<file path="src/rtl/out_disable_pkg.sv">
package out_disable_pkg;

  localparam int NUM_DRV = 7;
  localparam int NUM_PIN = 3;
  localparam int NUM_LOOP = 4;

  // register byte addresses
  localparam logic [15:0] ADDR_STAT_CAL = 16'h000C;
  localparam logic [15:0] ADDR_STAT_LOCK = 16'h000D;
  localparam logic [15:0] ADDR_GATE = 16'h0102;
  localparam logic [15:0] ADDR_XMASK = 16'h0141;
  localparam logic [15:0] ADDR_LMASK = 16'h0142;
  localparam logic [15:0] ADDR_PINMAP_BASE = 16'h0150;
  localparam logic [15:0] ADDR_LOOPSEL_BASE = 16'h0160;
  localparam logic [15:0] ADDR_DRV_STAT = 16'h0170;
  localparam logic [NUM_DRV-1:0][15:0] ADDR_EN = {
    16'h013A, 16'h0130, 16'h012B, 16'h0126, 16'h011C, 16'h0117, 16'h0112};
  localparam logic [NUM_DRV-1:0][15:0] ADDR_CFG = {
    16'h013B, 16'h0131, 16'h012C, 16'h0127, 16'h011D, 16'h0118, 16'h0113};
  localparam logic [NUM_DRV-1:0][15:0] ADDR_SUP = {
    16'h013D, 16'h0133, 16'h012E, 16'h0129, 16'h011F, 16'h011A, 16'h0115};

  // field positions
  localparam int BIT_GATE = 0;
  localparam int BIT_EN = 1;
  localparam int BIT_SYNC = 3;
  localparam int IDLE_LSB = 4;
  localparam int IDLE_MSB = 5;
  localparam int BIT_SUPV = 3;
  localparam int SUP_LSB = 4;
  localparam int SUP_MSB = 5;
  localparam int BIT_XMASK = 6;
  localparam int BIT_XSTAT = 1;
  localparam int BIT_CALSTAT = 0;

  // reset values and codes
  localparam logic GATE_RST = 1'b1;
  localparam logic EN_RST = 1'b1;
  localparam logic SYNC_RST = 1'b0;
  localparam logic SUPV_RST = 1'b1;
  localparam logic XMASK_RST = 1'b0;
  localparam logic [3:0] LMASK_RST = 4'hF;
  localparam logic [1:0] IDLE_RST = 2'h0;
  localparam logic [1:0] IDLE_HIGH_CODE = 2'h1;
  localparam logic [1:0] SUP_RST = 2'h0;
  localparam logic [1:0] SUP_RESERVED = 2'h3;
  localparam logic [1:0] LOOPSEL_RST = 2'h0;
  localparam logic [6:0] PINMAP0_RST = 7'h7F;
  localparam logic [6:0] PINMAP_OTHER_RST = 7'h00;
  localparam logic [7:0] RDATA_ZERO = 8'h00;

  typedef struct packed {
    logic [NUM_DRV-1:0] drv_clk;
    logic [NUM_LOOP-1:0] lock_loss;
    logic crystal_loss;
    logic [NUM_PIN-1:0] pin_n;
  } async_in_type;

  localparam int ASYNC_W = $bits(async_in_type);

  typedef enum logic [1:0] {
    DRV_ON = 2'b01,
    DRV_OFF = 2'b10
  } drv_state_type;

endpackage : out_disable_pkg

</file>
<file path="src/rtl/output_disable_control.sv">
`timescale 1ns/1ps
// Contract
// - crystal loss alarm is an output disable source
// - idle-level field picks low or high when disabled
// - global gate 0 disables all, 1 defers
// - high enable pin disables its mapped drivers
// - driver enabled only with bit set, pin low
// - lock-loss mask 0 disables loop's drivers, default 1
// - crystal mask 0 disables on alarm, default
// - synchronous mode lets current period finish
// - asynchronous mode forces idle level at once
// - mode bit 1 sync, 0 async, resets 0
// - any unmasked source disables, sources ORed
// - calibration flag disables, not maskable
// - supply field 0 3.3V 1 1.8V 2 2.5V
// - after reset pin 0 maps all drivers
// - disabled driver keeps common mode, not powered down
module output_disable_control
  import out_disable_pkg::*;
(
  // clock and reset
  input wire logic mclk,
  input wire logic reset_n,
  // register port
  input wire logic [15:0] reg_addr,
  input wire logic reg_wr,
  input wire logic [7:0] reg_wdata,
  input wire logic reg_rd,
  output logic [7:0] reg_rdata,
  // asynchronous sources and driver clocks
  input wire async_in_type async_in,
  input wire logic calibration_busy_flag,
  // driver side
  output logic [NUM_DRV-1:0] drv_out,
  output logic [NUM_DRV-1:0] drv_active,
  output logic [NUM_DRV-1:0] drv_cm_keep,
  output logic [NUM_DRV-1:0][1:0] driver_supply_level
);

  ////////////////////////////////////////////////////////////////////////////
  // helpers
  function automatic logic [NUM_DRV-1:0] drv_hit(
    input logic [15:0] addr,
    input logic [NUM_DRV-1:0][15:0] tbl
  );
    logic [NUM_DRV-1:0] hit;
    hit = '0;
    for (int k = 0; k < NUM_DRV; k++) begin
      hit[k] = (addr == tbl[k]);
    end
    return hit;
  endfunction : drv_hit
  function automatic logic [15:0] base_plus(
    input logic [15:0] base,
    input int k
  );
    return base + 16'(k);
  endfunction : base_plus

  ////////////////////////////////////////////////////////////////////////////
  // input synchronisers
  logic [ASYNC_W-1:0] sync1_ff;
  logic [ASYNC_W-1:0] sync2_ff;
  logic [ASYNC_W-1:0] sync3_ff;
  logic [ASYNC_W-1:0] stable_ff;
  async_in_type in_st;
  // third stage lets a change count only once two stages agree
  always_ff @(posedge mclk) begin
    sync1_ff <= async_in;
    sync2_ff <= sync1_ff;
    sync3_ff <= sync2_ff;
  end

  always_ff @(posedge mclk) begin
    if (!reset_n) begin
      stable_ff <= '0;
    end else begin
      for (int b = 0; b < ASYNC_W; b++) begin
        if (sync2_ff[b] == sync3_ff[b]) begin
          stable_ff[b] <= sync3_ff[b];
        end
      end
    end
  end

  assign in_st = async_in_type'(stable_ff);

  ////////////////////////////////////////////////////////////////////////////
  // configuration registers
  logic gate_ff;
  logic xmask_ff;
  logic [NUM_LOOP-1:0] lmask_ff;
  logic [NUM_DRV-1:0] en_ff;
  logic [NUM_DRV-1:0] sync_mode_ff;
  logic [NUM_DRV-1:0][1:0] idle_ff;
  logic [NUM_DRV-1:0][1:0] sup_ff;
  logic [NUM_DRV-1:0] supv_ff;
  logic [NUM_PIN-1:0][NUM_DRV-1:0] pinmap_ff;
  logic [NUM_DRV-1:0][1:0] loopsel_ff;
  logic [NUM_DRV-1:0] hit_en;
  logic [NUM_DRV-1:0] hit_cfg;
  logic [NUM_DRV-1:0] hit_sup;
  assign hit_en = drv_hit(reg_addr, ADDR_EN);
  assign hit_cfg = drv_hit(reg_addr, ADDR_CFG);
  assign hit_sup = drv_hit(reg_addr, ADDR_SUP);

  always_ff @(posedge mclk) begin
    if (!reset_n) begin
      gate_ff <= GATE_RST;
      xmask_ff <= XMASK_RST;
      lmask_ff <= LMASK_RST;
    end else if (reg_wr) begin
      if (reg_addr == ADDR_GATE) begin
        gate_ff <= reg_wdata[BIT_GATE];
      end
      if (reg_addr == ADDR_XMASK) begin
        xmask_ff <= reg_wdata[BIT_XMASK];
      end
      if (reg_addr == ADDR_LMASK) begin
        lmask_ff <= reg_wdata[NUM_LOOP-1:0];
      end
    end
  end

  always_ff @(posedge mclk) begin
    if (!reset_n) begin
      en_ff <= {NUM_DRV{EN_RST}};
      sync_mode_ff <= {NUM_DRV{SYNC_RST}};
      idle_ff <= {NUM_DRV{IDLE_RST}};
    end else if (reg_wr) begin
      for (int k = 0; k < NUM_DRV; k++) begin
        if (hit_en[k]) begin
          en_ff[k] <= reg_wdata[BIT_EN];
        end
        if (hit_cfg[k]) begin
          sync_mode_ff[k] <= reg_wdata[BIT_SYNC];
          idle_ff[k] <= reg_wdata[IDLE_MSB:IDLE_LSB];
        end
      end
    end
  end

  // reserved supply code is refused so the level always stays legal
  always_ff @(posedge mclk) begin
    if (!reset_n) begin
      sup_ff <= {NUM_DRV{SUP_RST}};
      supv_ff <= {NUM_DRV{SUPV_RST}};
    end else if (reg_wr) begin
      for (int k = 0; k < NUM_DRV; k++) begin
        if (hit_sup[k]) begin
          supv_ff[k] <= reg_wdata[BIT_SUPV];
          if (reg_wdata[SUP_MSB:SUP_LSB] != SUP_RESERVED) begin
            sup_ff[k] <= reg_wdata[SUP_MSB:SUP_LSB];
          end
        end
      end
    end
  end

  always_ff @(posedge mclk) begin
    if (!reset_n) begin
      pinmap_ff[0] <= PINMAP0_RST;
      for (int p = 1; p < NUM_PIN; p++) begin
        pinmap_ff[p] <= PINMAP_OTHER_RST;
      end
      loopsel_ff <= {NUM_DRV{LOOPSEL_RST}};
    end else if (reg_wr) begin
      for (int p = 0; p < NUM_PIN; p++) begin
        if (reg_addr == base_plus(ADDR_PINMAP_BASE, p)) begin
          pinmap_ff[p] <= reg_wdata[NUM_DRV-1:0];
        end
      end
      for (int k = 0; k < NUM_DRV; k++) begin
        if (reg_addr == base_plus(ADDR_LOOPSEL_BASE, k)) begin
          loopsel_ff[k] <= reg_wdata[1:0];
        end
      end
    end
  end

  ////////////////////////////////////////////////////////////////////////////
  // disable sources
  logic [NUM_DRV-1:0] dis_req;
  logic [NUM_DRV-1:0] pin_dis;
  logic [NUM_DRV-1:0] lock_dis;
  logic xtal_dis;
  assign xtal_dis = in_st.crystal_loss & ~xmask_ff;

  always_comb begin
    pin_dis = '0;
    lock_dis = '0;
    dis_req = '0;
    for (int k = 0; k < NUM_DRV; k++) begin
      for (int p = 0; p < NUM_PIN; p++) begin
        pin_dis[k] = pin_dis[k] | (pinmap_ff[p][k] & in_st.pin_n[p]);
      end
      lock_dis[k] = in_st.lock_loss[loopsel_ff[k]]
                    & ~lmask_ff[loopsel_ff[k]];
      // plain OR; any single source is enough
      dis_req[k] = ~gate_ff | ~en_ff[k] | pin_dis[k] | lock_dis[k]
                   | xtal_dis | calibration_busy_flag;
    end
  end

  ////////////////////////////////////////////////////////////////////////////
  // per-driver gating
  drv_state_type state_ff [NUM_DRV];
  logic [NUM_DRV-1:0] idle_hi;
  logic [NUM_DRV-1:0] drv_out_ff;
  logic [NUM_DRV-1:0] clk_st;
  assign clk_st = in_st.drv_clk;

  always_comb begin
    for (int k = 0; k < NUM_DRV; k++) begin
      idle_hi[k] = (idle_ff[k] == IDLE_HIGH_CODE);
    end
  end

  // turning on only while the clock is low avoids a runt first pulse
  always_ff @(posedge mclk) begin
    if (!reset_n) begin
      for (int k = 0; k < NUM_DRV; k++) begin
        state_ff[k] <= DRV_OFF;
      end
    end else begin
      for (int k = 0; k < NUM_DRV; k++) begin
        unique case (state_ff[k])
          DRV_ON: begin
            if (dis_req[k] && (!sync_mode_ff[k] || !clk_st[k])) begin
              state_ff[k] <= DRV_OFF;
            end
          end
          DRV_OFF: begin
            if (!dis_req[k] && !clk_st[k]) begin
              state_ff[k] <= DRV_ON;
            end
          end
        endcase
      end
    end
  end

  always_ff @(posedge mclk) begin
    if (!reset_n) begin
      drv_out_ff <= '0;
    end else begin
      for (int k = 0; k < NUM_DRV; k++) begin
        drv_out_ff[k] <= (state_ff[k] == DRV_ON) ? clk_st[k]
                                                 : idle_hi[k];
      end
    end
  end

  always_comb begin
    for (int k = 0; k < NUM_DRV; k++) begin
      drv_active[k] = (state_ff[k] == DRV_ON);
    end
  end

  assign drv_out = drv_out_ff;
  assign driver_supply_level = sup_ff;
  // disable never powers the driver down
  assign drv_cm_keep = {NUM_DRV{1'b1}};

  ////////////////////////////////////////////////////////////////////////////
  // register read
  logic [7:0] rdata;
  logic [7:0] rdata_ff;
  always_comb begin
    rdata = RDATA_ZERO;
    if (reg_addr == ADDR_STAT_CAL) begin
      rdata[BIT_XSTAT] = in_st.crystal_loss;
      rdata[BIT_CALSTAT] = calibration_busy_flag;
    end
    if (reg_addr == ADDR_STAT_LOCK) begin
      rdata[NUM_LOOP-1:0] = in_st.lock_loss;
    end
    if (reg_addr == ADDR_GATE) begin
      rdata[BIT_GATE] = gate_ff;
    end
    if (reg_addr == ADDR_XMASK) begin
      rdata[BIT_XMASK] = xmask_ff;
    end
    if (reg_addr == ADDR_LMASK) begin
      rdata[NUM_LOOP-1:0] = lmask_ff;
    end
    if (reg_addr == ADDR_DRV_STAT) begin
      rdata[NUM_DRV-1:0] = drv_active;
    end
    for (int p = 0; p < NUM_PIN; p++) begin
      if (reg_addr == base_plus(ADDR_PINMAP_BASE, p)) begin
        rdata[NUM_DRV-1:0] = pinmap_ff[p];
      end
    end
    for (int k = 0; k < NUM_DRV; k++) begin
      if (reg_addr == base_plus(ADDR_LOOPSEL_BASE, k)) begin
        rdata[1:0] = loopsel_ff[k];
      end
      if (hit_en[k]) begin
        rdata[BIT_EN] = en_ff[k];
      end
      if (hit_cfg[k]) begin
        rdata[BIT_SYNC] = sync_mode_ff[k];
        rdata[IDLE_MSB:IDLE_LSB] = idle_ff[k];
      end
      if (hit_sup[k]) begin
        rdata[BIT_SUPV] = supv_ff[k];
        rdata[SUP_MSB:SUP_LSB] = sup_ff[k];
      end
    end
  end

  always_ff @(posedge mclk) begin
    if (!reset_n) begin
      rdata_ff <= RDATA_ZERO;
    end else if (reg_rd) begin
      rdata_ff <= rdata;
    end
  end

  assign reg_rdata = rdata_ff;

  ////////////////////////////////////////////////////////////////////////////
  // checks
  // each input bit may only move in a cycle where its own stages agreed
  a_input_filter: assert property (
    @(posedge mclk) disable iff (!reset_n)
    ((stable_ff ^ $past(stable_ff)) & ($past(sync2_ff) ^ $past(sync3_ff)))
      == '0 || $past(!reset_n))
    else $error("filtered input moved without agreement");
  a_cm_kept: assert property (
    @(posedge mclk) disable iff (!reset_n)
    (drv_active != {NUM_DRV{1'b1}}) |-> (drv_cm_keep == {NUM_DRV{1'b1}}))
    else $error("common mode dropped on disabled driver");
  a_pinmap_reset: assert property (
    @(posedge mclk) $rose(reset_n) |-> (pinmap_ff[0] == PINMAP0_RST)
      && (pinmap_ff[1] == PINMAP_OTHER_RST)
      && (pinmap_ff[2] == PINMAP_OTHER_RST))
    else $error("enable pin map wrong after reset");
  for (genvar g = 0; g < NUM_DRV; g++) begin : g_chk
    a_gate_off: assert property (
      @(posedge mclk) disable iff (!reset_n) !gate_ff |-> dis_req[g])
      else $error("gate low did not disable driver");
    a_enable_bit: assert property (
      @(posedge mclk) disable iff (!reset_n)
      (!en_ff[g] || pin_dis[g]) |-> dis_req[g])
      else $error("driver enable not respected");
    a_pin_high: assert property (
      @(posedge mclk) disable iff (!reset_n)
      (pinmap_ff[0][g] && in_st.pin_n[0]) |-> dis_req[g])
      else $error("high enable pin did not disable");
    a_crystal_loss: assert property (
      @(posedge mclk) disable iff (!reset_n)
      (in_st.crystal_loss && !xmask_ff) |-> dis_req[g])
      else $error("crystal loss did not disable");
    a_lock_loss: assert property (
      @(posedge mclk) disable iff (!reset_n)
      (in_st.lock_loss[loopsel_ff[g]] && !lmask_ff[loopsel_ff[g]])
        |-> dis_req[g])
      else $error("lock loss did not disable");
    // sync mode may legally hold on through a long high phase
    a_cal_busy: assert property (
      @(posedge mclk) disable iff (!reset_n)
      (calibration_busy_flag && !sync_mode_ff[g])
        |=> (state_ff[g] == DRV_OFF))
      else $error("calibration flag did not stop driver");
    a_async_off: assert property (
      @(posedge mclk) disable iff (!reset_n)
      (drv_active[g] && dis_req[g] && !sync_mode_ff[g])
        |=> !drv_active[g] ##1 (drv_out[g] == $past(idle_hi[g])))
      else $error("async disable not immediate");
    a_sync_wait: assert property (
      @(posedge mclk) disable iff (!reset_n)
      (drv_active[g] && sync_mode_ff[g] && clk_st[g])
        |=> drv_active[g])
      else $error("sync disable cut a period");
    a_idle_level: assert property (
      @(posedge mclk) disable iff (!reset_n)
      (!drv_active[g] && $stable(idle_hi[g]))
        |=> (drv_out[g] == $past(idle_hi[g])))
      else $error("idle level wrong");
    a_resume_clear: assert property (
      @(posedge mclk) disable iff (!reset_n)
      $rose(drv_active[g]) |-> $past(!dis_req[g]) && $past(!clk_st[g]))
      else $error("driver resumed with source active");
    a_mode_reset: assert property (
      @(posedge mclk) $rose(reset_n) |-> !sync_mode_ff[g])
      else $error("mode bit not async after reset");
    a_supply_legal: assert property (
      @(posedge mclk) disable iff (!reset_n)
      driver_supply_level[g] != SUP_RESERVED)
      else $error("reserved supply code stored");
  end

endmodule : output_disable_control

</file>
<file path="config.mk">
export PLATFORM = sky130hd
export DESIGN_NAME = output_disable_control
export DESIGN_NICKNAME = d
export VERILOG_FILES = /design/src/rtl/out_disable_pkg.sv /design/src/rtl/output_disable_control.sv
export SDC_FILE = /design/constraint.sdc
export NUM_CORES = 1
export LEC_CHECK = 0
export ABC_AREA = 0
export BUFFER_PORTS_ARGS = -buffer_cell sky130_fd_sc_hd__buf_2
export CORE_UTILIZATION = 55
export DETAILED_ROUTE_END_ITERATION = 8
export PLACE_DENSITY = 0.75
export RECOVER_POWER = 25
export SYNTH_ARGS = -nofsm -noshare
export SYNTH_HDL_FRONTEND = slang
export SYNTH_SLANG_ARGS = --single-unit
</file>
<file path="constraint.sdc">
create_clock -name mclk -period 5.95 [get_ports mclk]
set_input_delay 0 -clock mclk [delete_from_list [all_inputs] [get_ports mclk]]
set_output_delay 0 -clock mclk [all_outputs]
set_load 0.01 [all_outputs]
</file>
==> run metrics <==
main area contributors after synthesis=dfxtp_1, mux2i_1, nand2_1, nor2b_1, edfxtp_1; synth warn=0; PD cells=266 mW/mm2; reg-to-reg startpoint=in_st[7]; Final Hold Fails=0; Syn Inst Count=907; Hold Startpoint=reset_n; floorplan core area=roughly 0.015 mm2; routed via count=approximately 7,100; First-pass DRT Iterations=6; Worst-Margin Slew=0.858 ns; register bit total from synthesis=~180; synthesized area=0.00823 mm2; Die H=124 um; Slew headroom=42.4%; # rows=44; pin count of the biggest net entering global routing=a little under 70; post-synth top area cell=dfxtp_1; Post-synth EDFFs=14; Reg2Reg Setup Slack=3.55 ns; Initial DRC Count=795; number of global-route vias before repair=about 6,600; ys flop type=dfxtp_1; clk_lat worst skew=~0.44 ns; fmax=approximately 0.42 GHz; Clock Tree Buf Depth=2; area grow syn2layout=13.5%; initial antenna violation count=0; layout net count=between 1,000 and 1,500; Routed wire per std cell=about 18 um; HPWL after DPL=14.8 mm; Hold Crit Class=in2reg; P_leak=around 3.8 nW; IO Count=87; WP data required=6.06 ns; Final Cycle Share=40.3%; TritonCTS buffer count=17; crit-path max FO=7; Clock Root Buffer=clkbuf_16; drt drc=0; asr flop ratio synth=0%; CTS tree=built; crit end category=flop; unrepaired setup endpoints after global routing=no; Die ar.=0.0155 mm2; Synth Area per Inst=about 9.1 um2; antenna viol nets, final=0; post-synthesis cell type count=between 70 and 80; Worst Skew=between 0.007 and 0.008 ns; worst endpoint data arrival time=2.51 ns; Max-Cap Viols=0; top cells by instance count after synthesis=dfxtp_1, nand2_1, nor2b_1; critical path startpoint category=flop; diode count=0; PortBufs=slightly below 80; WS Path Type=reg2reg; CP max-delay cell=mux4_2; status=finished clean; setup TNS=0 ns; Initial Util=56.4%; share of layout cells above drive strength 1=13.9%; grt total ovfl=0; crit path cell chain=nor2b_1 -> mux4_2 -> nor3_1 -> nand2_1 -> nor2_1 -> a21oi_1 -> o221ai_1; CP max stage delay=approximately 0.49 ns; Seq/Total Area, Yosys=45.0%; Min Clock Period, post-route=2.40 ns; final wirelength=between 20 and 25 mm; gpl congestion=approximately 0.94; CP Launch Point=in_st[7]; Synth top area share=39.9%; peak supply drop=0.207 mV; count leader, synth=dfxtp_1; Tot Pwr=~2.5 mW; first-pass GRT wire length=35.0 mm; clk sink count=178; H-Tree Depth=4; Vias/cell=about 6.1; die width=approximately 120 um; global-route usage over all layers=28.5%; Max Transition Viols Final=0; clock-pin slew on the worst setup and hold paths=0.07 ns; Final Setup Violations=0
-- cell usage in the layout (no fill, tap or decap), types with 10 or more instances in the layout --
cell,n
inv_1,16
clkbuf_16,17
a21boi_0,28
mux2i_1,55
nand2_1,128
nor3_1,24
o21ai_0,30
nand2b_1,12
nand3_1,57
dfxtp_1,164
dlygate4sd3_1,19
nor2b_1,68
edfxtp_1,14
a22oi_1,13
buf_2,68
o221a_2,10
a21oi_1,27
nor2_1,59
-- final timing paths --
check / to / cells after the start
worst max-delay path: state_ff[1][0] / 7
worst min-delay path: en_ff[4] / 2
worst max register to register: state_ff[1][0] / 7
worst min register to register: sync2_ff[10] / 0
-- registers in the layout, indices dropped and copies added (netlist names), 14 cells and up --
signal and flops:
sync1_ff 15, loopsel_ff 14, driver_supply_level 14, sync3_ff 15, idle_ff 14, state_ff 14
pinmap_ff 21, in_st 15, sync2_ff 15
-- cells by family after synthesis --
kind of cell / share of synthesized area [%]
AND/OR/NAND/NOR: 26.1
AO/OA/AOI/OAI: 16.2
flip-flops: 45.0
buffers and inverters: 4.10
multiplexers: 8.60
other: 0.0912
-- layer usage --
| metal | global-route usage [%] | vias to the layer above | share of wire [%] |
|---|---|---|---|
| li1 | - | 3390 | - |
| met2 | 42.5 | 323 | 44 |
| met1 | 40.1 | 3359 | 45 |
| met4 | 9.43 | 0 | 2.1 |
| met3 | 7.22 | 36 | 8.9 |
| met5 | 0 | - | 0 |
-- metrics by stage --
stage | instance area, um2 | utilization, % | instances | setup WS (ns) | hold WS [ns]
after floorplan | 8250 | - | 913 | 4.00 | 0.0277
after global placement | 8620 | 59.1 | 1117 | 3.35 | 0.102
after detailed placement | 8620 | 59.1 | 1117 | 3.38 | 0.104
after CTS | 9360 | 64.1 | 1168 | 3.53 | 0.0268
after global routing | 9350 | 64.1 | 1168 | 3.35 | 0.0630
final | 9350 | 64.1 | 1168 | 3.55 | 0.0457
-- cell type report --
cell class / count / area (um2)
clock inverter: 14 / 120
clock buffer: 18 / 429
tap: 184 / 230
multi-input combinational: 659 / 4210
fill: 1276 / 5240
sequential: 178 / 3700
inverter: 16 / 60.1
timing repair buffer: 99 / 591
-- power breakdown --
group	total [mW]	leakage (nW)	internal [mW]	switching (mW)
Clock	1.06	0.267	0.548	0.509
Combinational	0.171	2.01	0.0620	0.109
Sequential	1.26	1.47	1.24	0.0210
Total	2.49	3.75	1.85	0.639
-- what timing repair did --
action / in CTS / in global routing
endpoints found under the setup margin: 0 / 0
endpoints found under the hold margin: 36 / 0
hold buffers: 19 / 0
gates resized for setup: 0 / 0
buffers inserted: 0 / 0
-- worst max-delay path: cells and delay by family, from the launching register on --
family,cells,cell delay (ns)
mux,1,0.49
compound gates,2,0.33
simple gates,4,0.91
flops,1,0.35
(Power assumes the default switching activity.)
